<file path="src/logic/hsr_defines.svh">
// Purpose: Constants for the hot-standby redundancy controller.
// Assumes: 100 MHz clock, 16-bit register words.
// Notes: Offsets are register numbers of the device's holding-register space.
`ifndef HSR_DEFINES_SVH
`define HSR_DEFINES_SVH
`define HSR_OFF_OWN_STATE 16'h0855
`define HSR_OFF_PEER_STATE 16'h0856
`define HSR_OFF_SERIAL_LOW 16'h0859
`define HSR_OFF_SERIAL_HIGH 16'h085A
`define HSR_OFF_ROLE_SWAP 16'h1F9C
`define HSR_ROLE_SWAP_KEY 16'hAB00
`define HSR_PEER_UNKNOWN 16'h00FF
`define HSR_CLK_HZ 100000000
`define HSR_RESTART_S 16
`define HSR_RESTART_CYC (`HSR_RESTART_S * `HSR_CLK_HZ)
`define HSR_SECOND_CYC (`HSR_CLK_HZ)
`endif

</file>
<file path="src/logic/hsr_pkg.sv">
// Purpose: Types for the hot-standby redundancy controller.
// Assumes: State codes are the published 0 to 10 values.
// Notes: Constants live in hsr_defines.svh.
package hsr_pkg;
    typedef enum logic [3:0] {
        HSR_STARTUP, HSR_LEADER, HSR_STANDBY, HSR_TO_STANDBY, HSR_TO_LEADER,
        HSR_OFFLINE, HSR_INIT_WAIT, HSR_RX_CONFIG, HSR_STANDBY_SOLE,
        HSR_HOLD_OFFLINE, HSR_HOLD_SOLE
    } hsr_state_t;
    typedef struct packed {
        logic wrEn;
        logic rdEn;
        logic [15:0] addr;
        logic [15:0] wrData;
    } hsr_reg_req_t;
    typedef struct packed {
        logic [15:0] word0;
        logic [15:0] word1;
        logic [15:0] word2;
        logic [15:0] word3;
        logic [15:0] word4;
    } hsr_bcast_t;
endpackage

</file>
<file path="src/logic/hsr_ctrl.sv">
// Purpose: Role control of one unit of a hot-standby bridge pair.
// Assumes: Health and peer inputs come from other logic on clk.
// Notes: Registers are reached through a simple request port.
//
// Function
// RL1: Standby takes leader identity on changeover.
// RL2: Configuration writable only while leader; the code also leaves it writable whenever redundant pair mode is off.
// RL3: Standby fetches whole configuration on mismatch.
// RL4: Peer link is full-duplex point-to-point.
// RL5: Standby identity equals leader plus one.
// RL6: Commit propagates; commits blocked during fetch.
// RL7: Takeover waits roughly sixteen seconds restart.
// RL8: Programming connections close at takeover.
// RL9: Broadcast words reserved in redundant mode.
// RL10: Leader switches over when sole station.
// RL11: Leader switches when all Ethernet links lost.
// RL12: Standby leads when broadcast and link lost.
// RL13: Firmware update completion triggers switchover.
// RL14: Older firmware unit becomes leader.
// RL15: Writing swap key requests role swap.
// RL16: Role swap exchanges roles in working pair.
// RL17: Swap ignored unless standby ready.
// RL18: Own-state register reports state code.
// RL19: Peer-state register, 255 when unknown.
// RL20: Serial number as low and high words.
// RL21: Five broadcast words published by each unit.
// RL22: Leader init enters redundant mode.
// RL23: Standby reboots after configuration fetch.
// RL24: State registers track every transition.
`timescale 1ns/1ps
`include "hsr_defines.svh"
module hsr_ctrl #(
    parameter int unsigned RESTART_CYC = `HSR_RESTART_CYC,
    parameter int unsigned SECOND_CYC = `HSR_SECOND_CYC,
    parameter logic [31:0] SERIAL_NUMBER = 32'h0000_0001, // Arbitrary value.
    parameter int unsigned ETH_PORTS = 2
) (
    input wire logic clk,
    input wire logic sys_rst,
    input wire hsr_pkg::hsr_reg_req_t regReq,
    output hsr_pkg::hsr_bcast_t bcastWords,
    output logic [15:0] regRdData,
    output logic regRdValid,
    input wire logic initLeaderCmd,
    input wire logic initStandbyCmd,
    input wire logic soleStation,
    input wire logic [ETH_PORTS-1:0] ethLink,
    input wire logic peerBcastSeen,
    input wire logic peerLinkUp,
    input wire logic peerValid,
    input wire logic [3:0] peerState,
    input wire logic peerConfigDiffers,
    input wire logic fetchDone,
    input wire logic firmwareUpdateDone,
    input wire logic peerFirmwareNewer,
    input wire logic peerFirmwareOlder,
    input wire logic commitRequest,
    input wire logic [31:0] ipBase,
    input wire logic [7:0] nodeBase,
    output logic redundantPairMode,
    output logic configWritable,
    output logic firmwareUpdateAllowed,
    output logic fetchConfig,
    output logic commitConfiguration,
    output logic closeProgramming,
    output logic rebootRequest,
    output logic [31:0] ipAddress,
    output logic [7:0] nodeNumber,
    output logic mailboxBcastAllowed
);
    import hsr_pkg::*;

    // ==================================================================
    // State record
    // ==================================================================
    typedef struct packed {
        hsr_state_t st;
        logic pairMode;
        logic [31:0] restartCnt;
        logic [31:0] secCnt;
        logic [15:0] aliveCnt;
        logic [15:0] rdData;
        logic rdValid;
        logic commit;
        logic closeProg;
        logic reboot;
        logic swapPending;
    } hsr_core_t;

    hsr_core_t cur;
    hsr_core_t next_cur;
    logic allLinksLost;
    logic standbyReady;
    logic swapWrite;

    // Decode of register reads, shared by the read port.
    function automatic logic [15:0] readReg(input logic [15:0] a, input hsr_state_t s,
                                            input logic pv, input logic [3:0] ps);
        logic [15:0] r;
        r = 16'h0000;
        unique case (a)
            `HSR_OFF_OWN_STATE: r = {12'h000, s}; // RL18
            `HSR_OFF_PEER_STATE: r = pv ? {12'h000, ps} : `HSR_PEER_UNKNOWN; // RL19
            `HSR_OFF_SERIAL_LOW: r = SERIAL_NUMBER[15:0]; // RL20
            `HSR_OFF_SERIAL_HIGH: r = SERIAL_NUMBER[31:16]; // RL20
            default: r = 16'h0000;
        endcase
        return r;
    endfunction

    // Switchover only when every Ethernet port has lost link.
    assign allLinksLost = ~|ethLink; // RL11
    // The partner must be a working standby for a swap to be honoured.
    assign standbyReady = peerValid && (peerState == 4'(HSR_STANDBY)) && peerLinkUp; // RL4 RL17
    assign swapWrite = regReq.wrEn && (regReq.addr == `HSR_OFF_ROLE_SWAP)
                       && (regReq.wrData == `HSR_ROLE_SWAP_KEY); // RL15

    // ==================================================================
    // Next-state logic
    // ==================================================================
    // Transitions are one per cycle; the restart count models the slow
    // token-network restart, so the takeover cannot be made bumpless.
    always_comb
    begin
        next_cur = cur;
        next_cur.commit = 1'b0;
        next_cur.closeProg = 1'b0;
        next_cur.reboot = 1'b0;
        next_cur.rdValid = regReq.rdEn;
        next_cur.rdData = regReq.rdEn ? readReg(regReq.addr, cur.st, peerValid, peerState)
                                      : cur.rdData;
        // Counter published once per second.
        if (cur.secCnt >= SECOND_CYC - 1)
        begin
            next_cur.secCnt = 32'h0000_0000;
            next_cur.aliveCnt = cur.aliveCnt + 16'h0001; // RL21
        end
        else
        begin
            next_cur.secCnt = cur.secCnt + 32'h0000_0001;
        end
        if (swapWrite && cur.st == HSR_LEADER && standbyReady) // RL16 RL17
        begin
            next_cur.swapPending = 1'b1;
        end
        unique case (cur.st)
            HSR_STARTUP:
            begin
                next_cur.st = HSR_INIT_WAIT;
            end
            HSR_INIT_WAIT:
            begin
                if (initLeaderCmd) // RL22
                begin
                    next_cur.pairMode = 1'b1;
                    next_cur.st = HSR_LEADER;
                end
                else if (initStandbyCmd)
                begin
                    next_cur.pairMode = 1'b1;
                    next_cur.st = HSR_RX_CONFIG;
                end
            end
            HSR_LEADER:
            begin
                // Any switch reason, or an older peer firmware, hands over.
                if (soleStation || allLinksLost || firmwareUpdateDone // RL10 RL11 RL13
                    || peerFirmwareOlder || cur.swapPending) // RL14 RL16
                begin
                    next_cur.swapPending = 1'b0;
                    next_cur.st = HSR_TO_STANDBY;
                end
                else if (commitRequest && !(peerValid && peerState == 4'(HSR_RX_CONFIG)))
                begin
                    next_cur.commit = 1'b1; // RL6
                end
            end
            HSR_TO_STANDBY:
            begin
                next_cur.st = soleStation ? HSR_STANDBY_SOLE : HSR_STANDBY;
            end
            HSR_STANDBY, HSR_STANDBY_SOLE:
            begin
                if (peerConfigDiffers) // RL3
                begin
                    next_cur.st = HSR_RX_CONFIG;
                end
                else if ((!peerBcastSeen && !peerLinkUp) || peerFirmwareNewer // RL12 RL14
                         || (peerValid && peerState == 4'(HSR_TO_STANDBY))) // RL1
                begin
                    next_cur.restartCnt = 32'h0000_0000;
                    next_cur.closeProg = 1'b1; // RL8
                    next_cur.st = HSR_TO_LEADER;
                end
                else
                begin
                    next_cur.st = soleStation ? HSR_STANDBY_SOLE : HSR_STANDBY;
                end
            end
            HSR_TO_LEADER:
            begin
                if (cur.restartCnt >= RESTART_CYC - 1) // RL7
                begin
                    next_cur.st = HSR_LEADER;
                end
                else
                begin
                    next_cur.restartCnt = cur.restartCnt + 32'h0000_0001;
                end
            end
            HSR_RX_CONFIG:
            begin
                if (fetchDone) // RL23
                begin
                    next_cur.reboot = 1'b1;
                    next_cur.st = HSR_STARTUP;
                end
            end
            HSR_OFFLINE, HSR_HOLD_OFFLINE, HSR_HOLD_SOLE:
            begin
                next_cur.st = HSR_INIT_WAIT;
            end
            default:
            begin
                next_cur.st = HSR_STARTUP;
            end
        endcase
        // Reboot into paired operation keeps the redundant mode set.
        if (cur.st == HSR_STARTUP && cur.pairMode)
        begin
            next_cur.st = HSR_STANDBY;
        end
    end

    // ==================================================================
    // State register
    // ==================================================================
    always_ff @(posedge clk)
    begin
        if (sys_rst)
        begin
            cur <= '0;
        end
        else
        begin
            cur <= next_cur;
        end
    end

    // ==================================================================
    // Registered outputs
    // ==================================================================
    // Outputs are registered from the next record so they track the state
    // in the same cycle that the state register does.
    always_ff @(posedge clk)
    begin
        if (sys_rst)
        begin
            bcastWords <= '0;
            regRdData <= 16'h0000;
            regRdValid <= 1'b0;
            redundantPairMode <= 1'b0;
            configWritable <= 1'b0;
            firmwareUpdateAllowed <= 1'b0;
            fetchConfig <= 1'b0;
            commitConfiguration <= 1'b0;
            closeProgramming <= 1'b0;
            rebootRequest <= 1'b0;
            ipAddress <= 32'h0000_0000;
            nodeNumber <= 8'h00;
            mailboxBcastAllowed <= 1'b1;
        end
        else
        begin
            bcastWords.word0 <= next_cur.aliveCnt; // RL21
            bcastWords.word1 <= {12'h000, next_cur.st}; // RL24
            bcastWords.word2 <= peerValid ? {12'h000, peerState} : `HSR_PEER_UNKNOWN; // RL24
            bcastWords.word3 <= SERIAL_NUMBER[15:0];
            bcastWords.word4 <= SERIAL_NUMBER[31:16];
            regRdData <= next_cur.rdData;
            regRdValid <= next_cur.rdValid;
            redundantPairMode <= next_cur.pairMode;
            configWritable <= !next_cur.pairMode || next_cur.st == HSR_LEADER; // RL2
            firmwareUpdateAllowed <= !next_cur.pairMode || next_cur.st == HSR_LEADER; // RL14
            fetchConfig <= next_cur.st == HSR_RX_CONFIG; // RL3
            commitConfiguration <= next_cur.commit;
            closeProgramming <= next_cur.closeProg;
            rebootRequest <= next_cur.reboot;
            mailboxBcastAllowed <= !next_cur.pairMode; // RL9
            // Leader uses the base identity, standby the base plus one.
            if (next_cur.st == HSR_LEADER || !next_cur.pairMode) // RL1
            begin
                ipAddress <= ipBase;
                nodeNumber <= nodeBase;
            end
            else
            begin
                ipAddress <= ipBase + 32'h0000_0001; // RL5
                nodeNumber <= nodeBase + 8'h01; // RL5
            end
        end
    end
endmodule

</file>
<file path="config.mk">
export PLATFORM = sky130hd
export DESIGN_NAME = hsr_ctrl
export DESIGN_NICKNAME = d
export VERILOG_FILES = /design/src/logic/hsr_pkg.sv /design/src/logic/hsr_ctrl.sv
export VERILOG_INCLUDE_DIRS = /design/src /design/src/logic
export SDC_FILE = /design/constraint.sdc
export NUM_CORES = 1
export LEC_CHECK = 0
export ABC_AREA = 1
export CORE_ASPECT_RATIO = 0.8
export CORE_UTILIZATION = 49
export DETAILED_ROUTE_END_ITERATION = 7
export DONT_BUFFER_PORTS = 1
export PLACE_DENSITY = 0.62
export SLEW_MARGIN = 25
export SYNTH_ARGS = -nofsm -noshare
export SYNTH_HDL_FRONTEND = slang
export SYNTH_SLANG_ARGS = --single-unit
</file>
<file path="constraint.sdc">
create_clock -name clk -period 2.9 [get_ports clk]
set_clock_uncertainty 0.2 [all_clocks]
set_input_delay 0.145 -clock clk [delete_from_list [all_inputs] [get_ports clk]]
set_output_delay 0.145 -clock clk [all_outputs]
set_load 0.05 [all_outputs]
</file>
## After elaboration in Yosys (flattened, before gate mapping)

Cells that the tools add are included.
W data, S select, Z words.

| cells by class | value |
|---|---|
| $add $sub $neg | 5 |
| $lt $le $gt $ge | 2 |
| equality and inequality tests | 23 |
| mux-type cells | 28 |
| bitwise operators | 3 |
| reductions and logical operators | 33 |

Operator list:

| kind | number |
|---|---|
| $mux W32 | 4 |
| $add A32 B1 Y32 const B | 3 |
| $pmux W32 S2 | 1 |
| $eq A16 B12 Y1 const B | 3 |
| $ge A32 B27 Y1 const B | 1 |
| $ge A32 B31 Y1 const B | 1 |
| $mux W16 | 2 |
| $mux W4 | 7 |
| $pmux W4 S7 | 1 |
| $eq A4 B3 Y1 const B | 6 |
| $pmux W8 S3 | 1 |
| $mux W17 | 1 |
| $add A16 B1 Y16 const B | 1 |
| $eq A16 B13 Y1 const B | 1 |
| $eq A16 B16 Y1 const B | 1 |
| $eq A4 B2 Y1 const B | 4 |
| $mux W8 | 2 |
| $eq A4 B4 Y1 const B | 3 |
| $logic_and A1 B1 Y1 | 11 |
| $mux W5 | 2 |
| $add A8 B1 Y8 const B | 1 |
| $eq A4 B1 Y1 const B | 2 |
| $reduce_or A2 Y1 | 4 |
| $logic_or A1 B1 Y1 | 7 |
| other kinds (9) | 24 |

| word-level totals | value |
|---|---|
| register bits after elaboration | 201 |
| input port bits | 94 |
| output and inout bits | 145 |
| word-level logic and storage cells | 114 |

## Depth between registers and ports, before layout

| logic depth | value |
|---|---|
| word-level depth | 12 |
| depth in mapped cells | 15 |

## Worst setup path before layout

No wires, ideal clock.

| timing path | value |
|---|---|
| path kind | register to register |
| start | reg cur[37] (netlist name) |
| end | reg cur[60] (netlist name) |
| library setup time | 0.122 ns |
| data arrival time | 1.663 ns |
| required time | 2.578 ns |
| setup slack | 0.915 ns |
| cell stages (with the launch flop) | 12 |
| path buffers | 1 |
| cell sequence | dfxtp_1 > ha_1 > nand2_2 > nor3_4 > nand2_2 > o31ai_2 > nand2_2 > nand2_4 > inv_2 > nand2_4 > buf_6 > a21oi_1 |

| between the ends | value |
|---|---|
| cells in the longest elaborated chain, start to end | 2 |

Ends and longest elaborated chain:

| what | RTL line | source |
|---|---|---|
| start: declaration | hsr_ctrl.sv:90 | `hsr_core_t cur;` |
| start signal: assignment | hsr_ctrl.sv:246 | `cur <= next_cur;` |
| $ge A32 B27 Y1 | hsr_ctrl.sv:133 | `if (cur.secCnt >= SECOND_CYC - 1)` |
| $reduce_or A2 Y1 (no line) | n/a |  |

Parallel ways exist; a longest one is shown, timed or not.
A chain may end at the register's enable or synchronous reset.

## Worst setup path after layout

| timing path | value |
|---|---|
| start | in ipBase[0] |
| end | reg ipAddress[14] |

| between the ends | value |
|---|---|
| cells in the longest elaborated chain, start to end | 2 |

Ends and longest elaborated chain:

| what | RTL line | source |
|---|---|---|
| start: declaration | hsr_ctrl.sv:58 | `input wire logic [31:0] ipBase,` |
| $add A32 B1 Y32 | hsr_ctrl.sv:298 | `ipAddress <= ipBase + 32'h0000_0001;` |
| $mux W32 | hsr_ctrl.sv:291 | `if (next_cur.st == HSR_LEADER \|\| !next_cur.pairMode)` |
| end signal: assignment | hsr_ctrl.sv:293 | `ipAddress <= ipBase;` |
| end signal: assignment | hsr_ctrl.sv:298 |  |
| end: declaration | hsr_ctrl.sv:67 | `output logic [31:0] ipAddress,` |

Every way passes these cells.

==> metrics.md <==
| Metric | Value |
|---|---|
| Ys Warns | 0 |
| Met3 WL | 1980 um |
| DRC Markers | 0 |
| Clock buffer count from CTS | 17 |
| CP Capture Type | flip-flop |
| Cells after DPL | 1465 |
| Synth cell types | 43 |
| Initial Util | 49.9% |
| Flop pwr share | 40.0% |
| Setup violators final | 0 |
| Rows | 43 |
| Pwr Total | 6.92 mW |
| Switching portion of total power | 41.1% |
| Number of flops mapped to enable cells by yosys | 0 |
| Routed via count | 8165 |
| HP Class | in -> reg |
| Max IR drop VDD | 0.000372 V |
| Max layer used | met5 |
| Total wire length | 23500 um |
| Switching power | 2.85 mW |
| H-tree depth | 4 |
| Clock Root Buffer | clkbuf_16 |
| Clock network fraction of total power | 33.2% |
| CTS Buffer Depth | 2 |
| Data arrival, critical path | 2.93 ns |
| Setup TNS | 0 ns |
| Core Region | 17300 um2 |
| Maximum Capacitance Violations | 0 |
| Largest cells by area after synthesis | dfxtp_1, nand2_1, buf_4 |
| Startpoint types | input pin |
| GRT Overall Usage | 25.8% |
| Failing checks | negative hold slack |
| Yosys reg bits | 144 |
| HPWL Detailed | 16000 um |
| Vias/cell | 5.15 |
| Die area | 18200 um2 |
| Max Freq | 362 MHz |
| Total global routing overflow | 0 |
| Seq/Total Area, Yosys | 33.3% |
| Top cell type by total area after synthesis | dfxtp_1 |
| Comb pwr share | 26.8% |
| Syn avg cell area | 6.74 um2 |
| M1 WL | 10600 um |
| CTS tree | done |
| Commonest non-fill, non-tap cell in the layout | nand2_1 |
| Met2 wire length | 10100 um |
| Critical path type | in -> reg |
| Post-synth ARST share | 0% |
| Placer Congestion | 0.937 |
| Largest net degree at the start of global routing | 97 |
| RSZ-0062 raised after global routing | false |
| I/O pins | 239 |
| Leakage | 3.86 nW |
| Status | complete, but fails checks |
| R2R setup slack | 0.20 ns |
| Cell internal pwr | 4.08 mW |
| First-pass GRT wire length | 36800 um |
| Post-synth top flop | dfxtp_1 |
| Initial antenna violation count | 3 |
| Commonest non-fill, non-tap cells in the layout | nand2_1, nor2_1, dfxtp_1 |
| DRT Pass-1 Iters | 6 |
| Share of cells above drive strength 1 | 7.37% |
| Slew headroom | 33.6% |
| Crit share post-route | 95.2% |
| Clk Latency, worst-skew pair | 0.42 ns |
| Worst-Margin Slew | 0.999 ns |
| Slew Limit Fails | 0 |
| DR iter-0 viols | 710 |
| Pwr/cell area | 694 nW/um2 |
| Critical path fanouts, max | 5 |
| Cells after Synth | 1283 |
| Clock tree sinks | 144 |
| Critical Path RT | 3.07 ns |
| Antenna viol nets, final | 0 |
| NumNets Final | 1443 |
| Area grow syn2layout | 15.4% |
| Vias in the first global route | 7446 |
| Worst hold margin | -0.00135 ns |
| Die width | 151 um |
| Port buffer count | 0 |
| Area share of the largest cell type after synthesis | 33.3% |
| Synthesized area | 8650 um2 |
| Hold Fails Final Rpt | 1 |
| Drt wl/cell | 14.8 um |
| Non-filler cells, final | 1585 |
| Clk slew on worst S/H paths | 0.06 ns |
| Die Height | 121 um |
| Min cycle time layout | 2.76 ns |
-- metrics by stage --
| stage | hold slack [ns] | area, um2 | utilization, % | setup slack (ns) |
|---|---|---|---|---|
| after floorplan | 0.0174 | 8880 | - | 0.915 |
| after global placement | 0.0107 | 8440 | 48.7 | 0.374 |
| after detailed placement | 0.0139 | 8440 | 48.7 | 0.283 |
| after CTS | 0.00122 | 9860 | 56.9 | 0.0118 |
| after global routing | 0.0518 | 9980 | 57.6 | 0.0104 |
| final | -0.00135 | 9980 | 57.6 | 0.140 |
-- critical path: stages --
cell and delay, ns:
dlygate4sd3_1 0.68, ha_1 0.27, nand3_1 0.25, nor2_1 0.35
and3_1 0.27, xor2_1 0.16, nand3_1 0.09, a21oi_1 0.15
dlygate4sd3_1 0.56
-- cell usage after synthesis (all sizes together), types with 14 or more instances --
cell and count:
nand2 303, nor2 191, dfxtp 144, buf 113, nand3 106, inv 103
a21oi 96, xor2 52, nor3 48, xnor2 31, nand4 22, o21ai 16
clkbuf 14, nor4 14
-- routing by layer --
metal,GRT usage (%),up-vias
met2,38.3,296
met5,0,-
met3,7.62,44
met4,9.15,2
met1,35.1,3716
li1,-,4107
-- power by group through the flow --
stage               clock [mW]  combinational, mW  sequential, mW
finish                    2.30               1.86            2.77
global route              2.41               2.03            2.79
CTS                       2.32               1.65            2.77
detailed placement           0               1.48            2.81
global placement             0               1.48            2.81
floorplan                    0               1.39            2.76
-- kinds of logic after synthesis --
group                    Yosys count  share of synthesized area (%)
flip-flops                       144                           33.3
adder cells (fa/ha/maj)            5                          0.723
XOR/XNOR                          83                           8.41
AND/OR/NAND/NOR                  698                           35.3
other                              1                         0.0434
buffers and inverters            230                           14.7
AO/OA/AOI/OAI                    122                           7.48
-- area by class of cell --
class | instances | area [um2]
Clock inverter | 11 | 154
Fill cell | 1697 | 7350
Tap cell | 225 | 282
Inverter | 103 | 389
Multi-Input combinational cell | 975 | 4790
Antenna cell | 3 | 7.51
Sequential cell | 144 | 2890
Clock buffer | 21 | 460
Timing Repair Buffer | 103 | 1010
-- flip-flops by register name, indices dropped and copies added (netlist names) --
signal	cells
ipAddress	32
regRdData	5
commitConfiguration	1
mailboxBcastAllowed	1
regRdValid	1
closeProgramming	1
fetchConfig	1
firmwareUpdateAllowed	1
nodeNumber	8
cur	65
rebootRequest	1
redundantPairMode	1
bcastWords	26
-- path summary, 6_finish.rpt --
| check | to | cells past startpoint | startpoint |
|---|---|---|---|
| max | ipAddress[14] | 9 | ipBase[0] |
| min | bcastWords[51] | 5 | peerFirmwareNewer |
| max reg2reg | nodeNumber[4] | 14 | cur[70] |
| min reg2reg | cur[37] | 1 | cur[37] |
-- what timing repair did --
item,CTS,global route
hold buffers,78,0
buffers inserted,0,4
resized for setup,0,11
endpoints found under the setup margin,0,9
endpoints found under the hold margin,112,0
(Power assumes the default switching activity.)
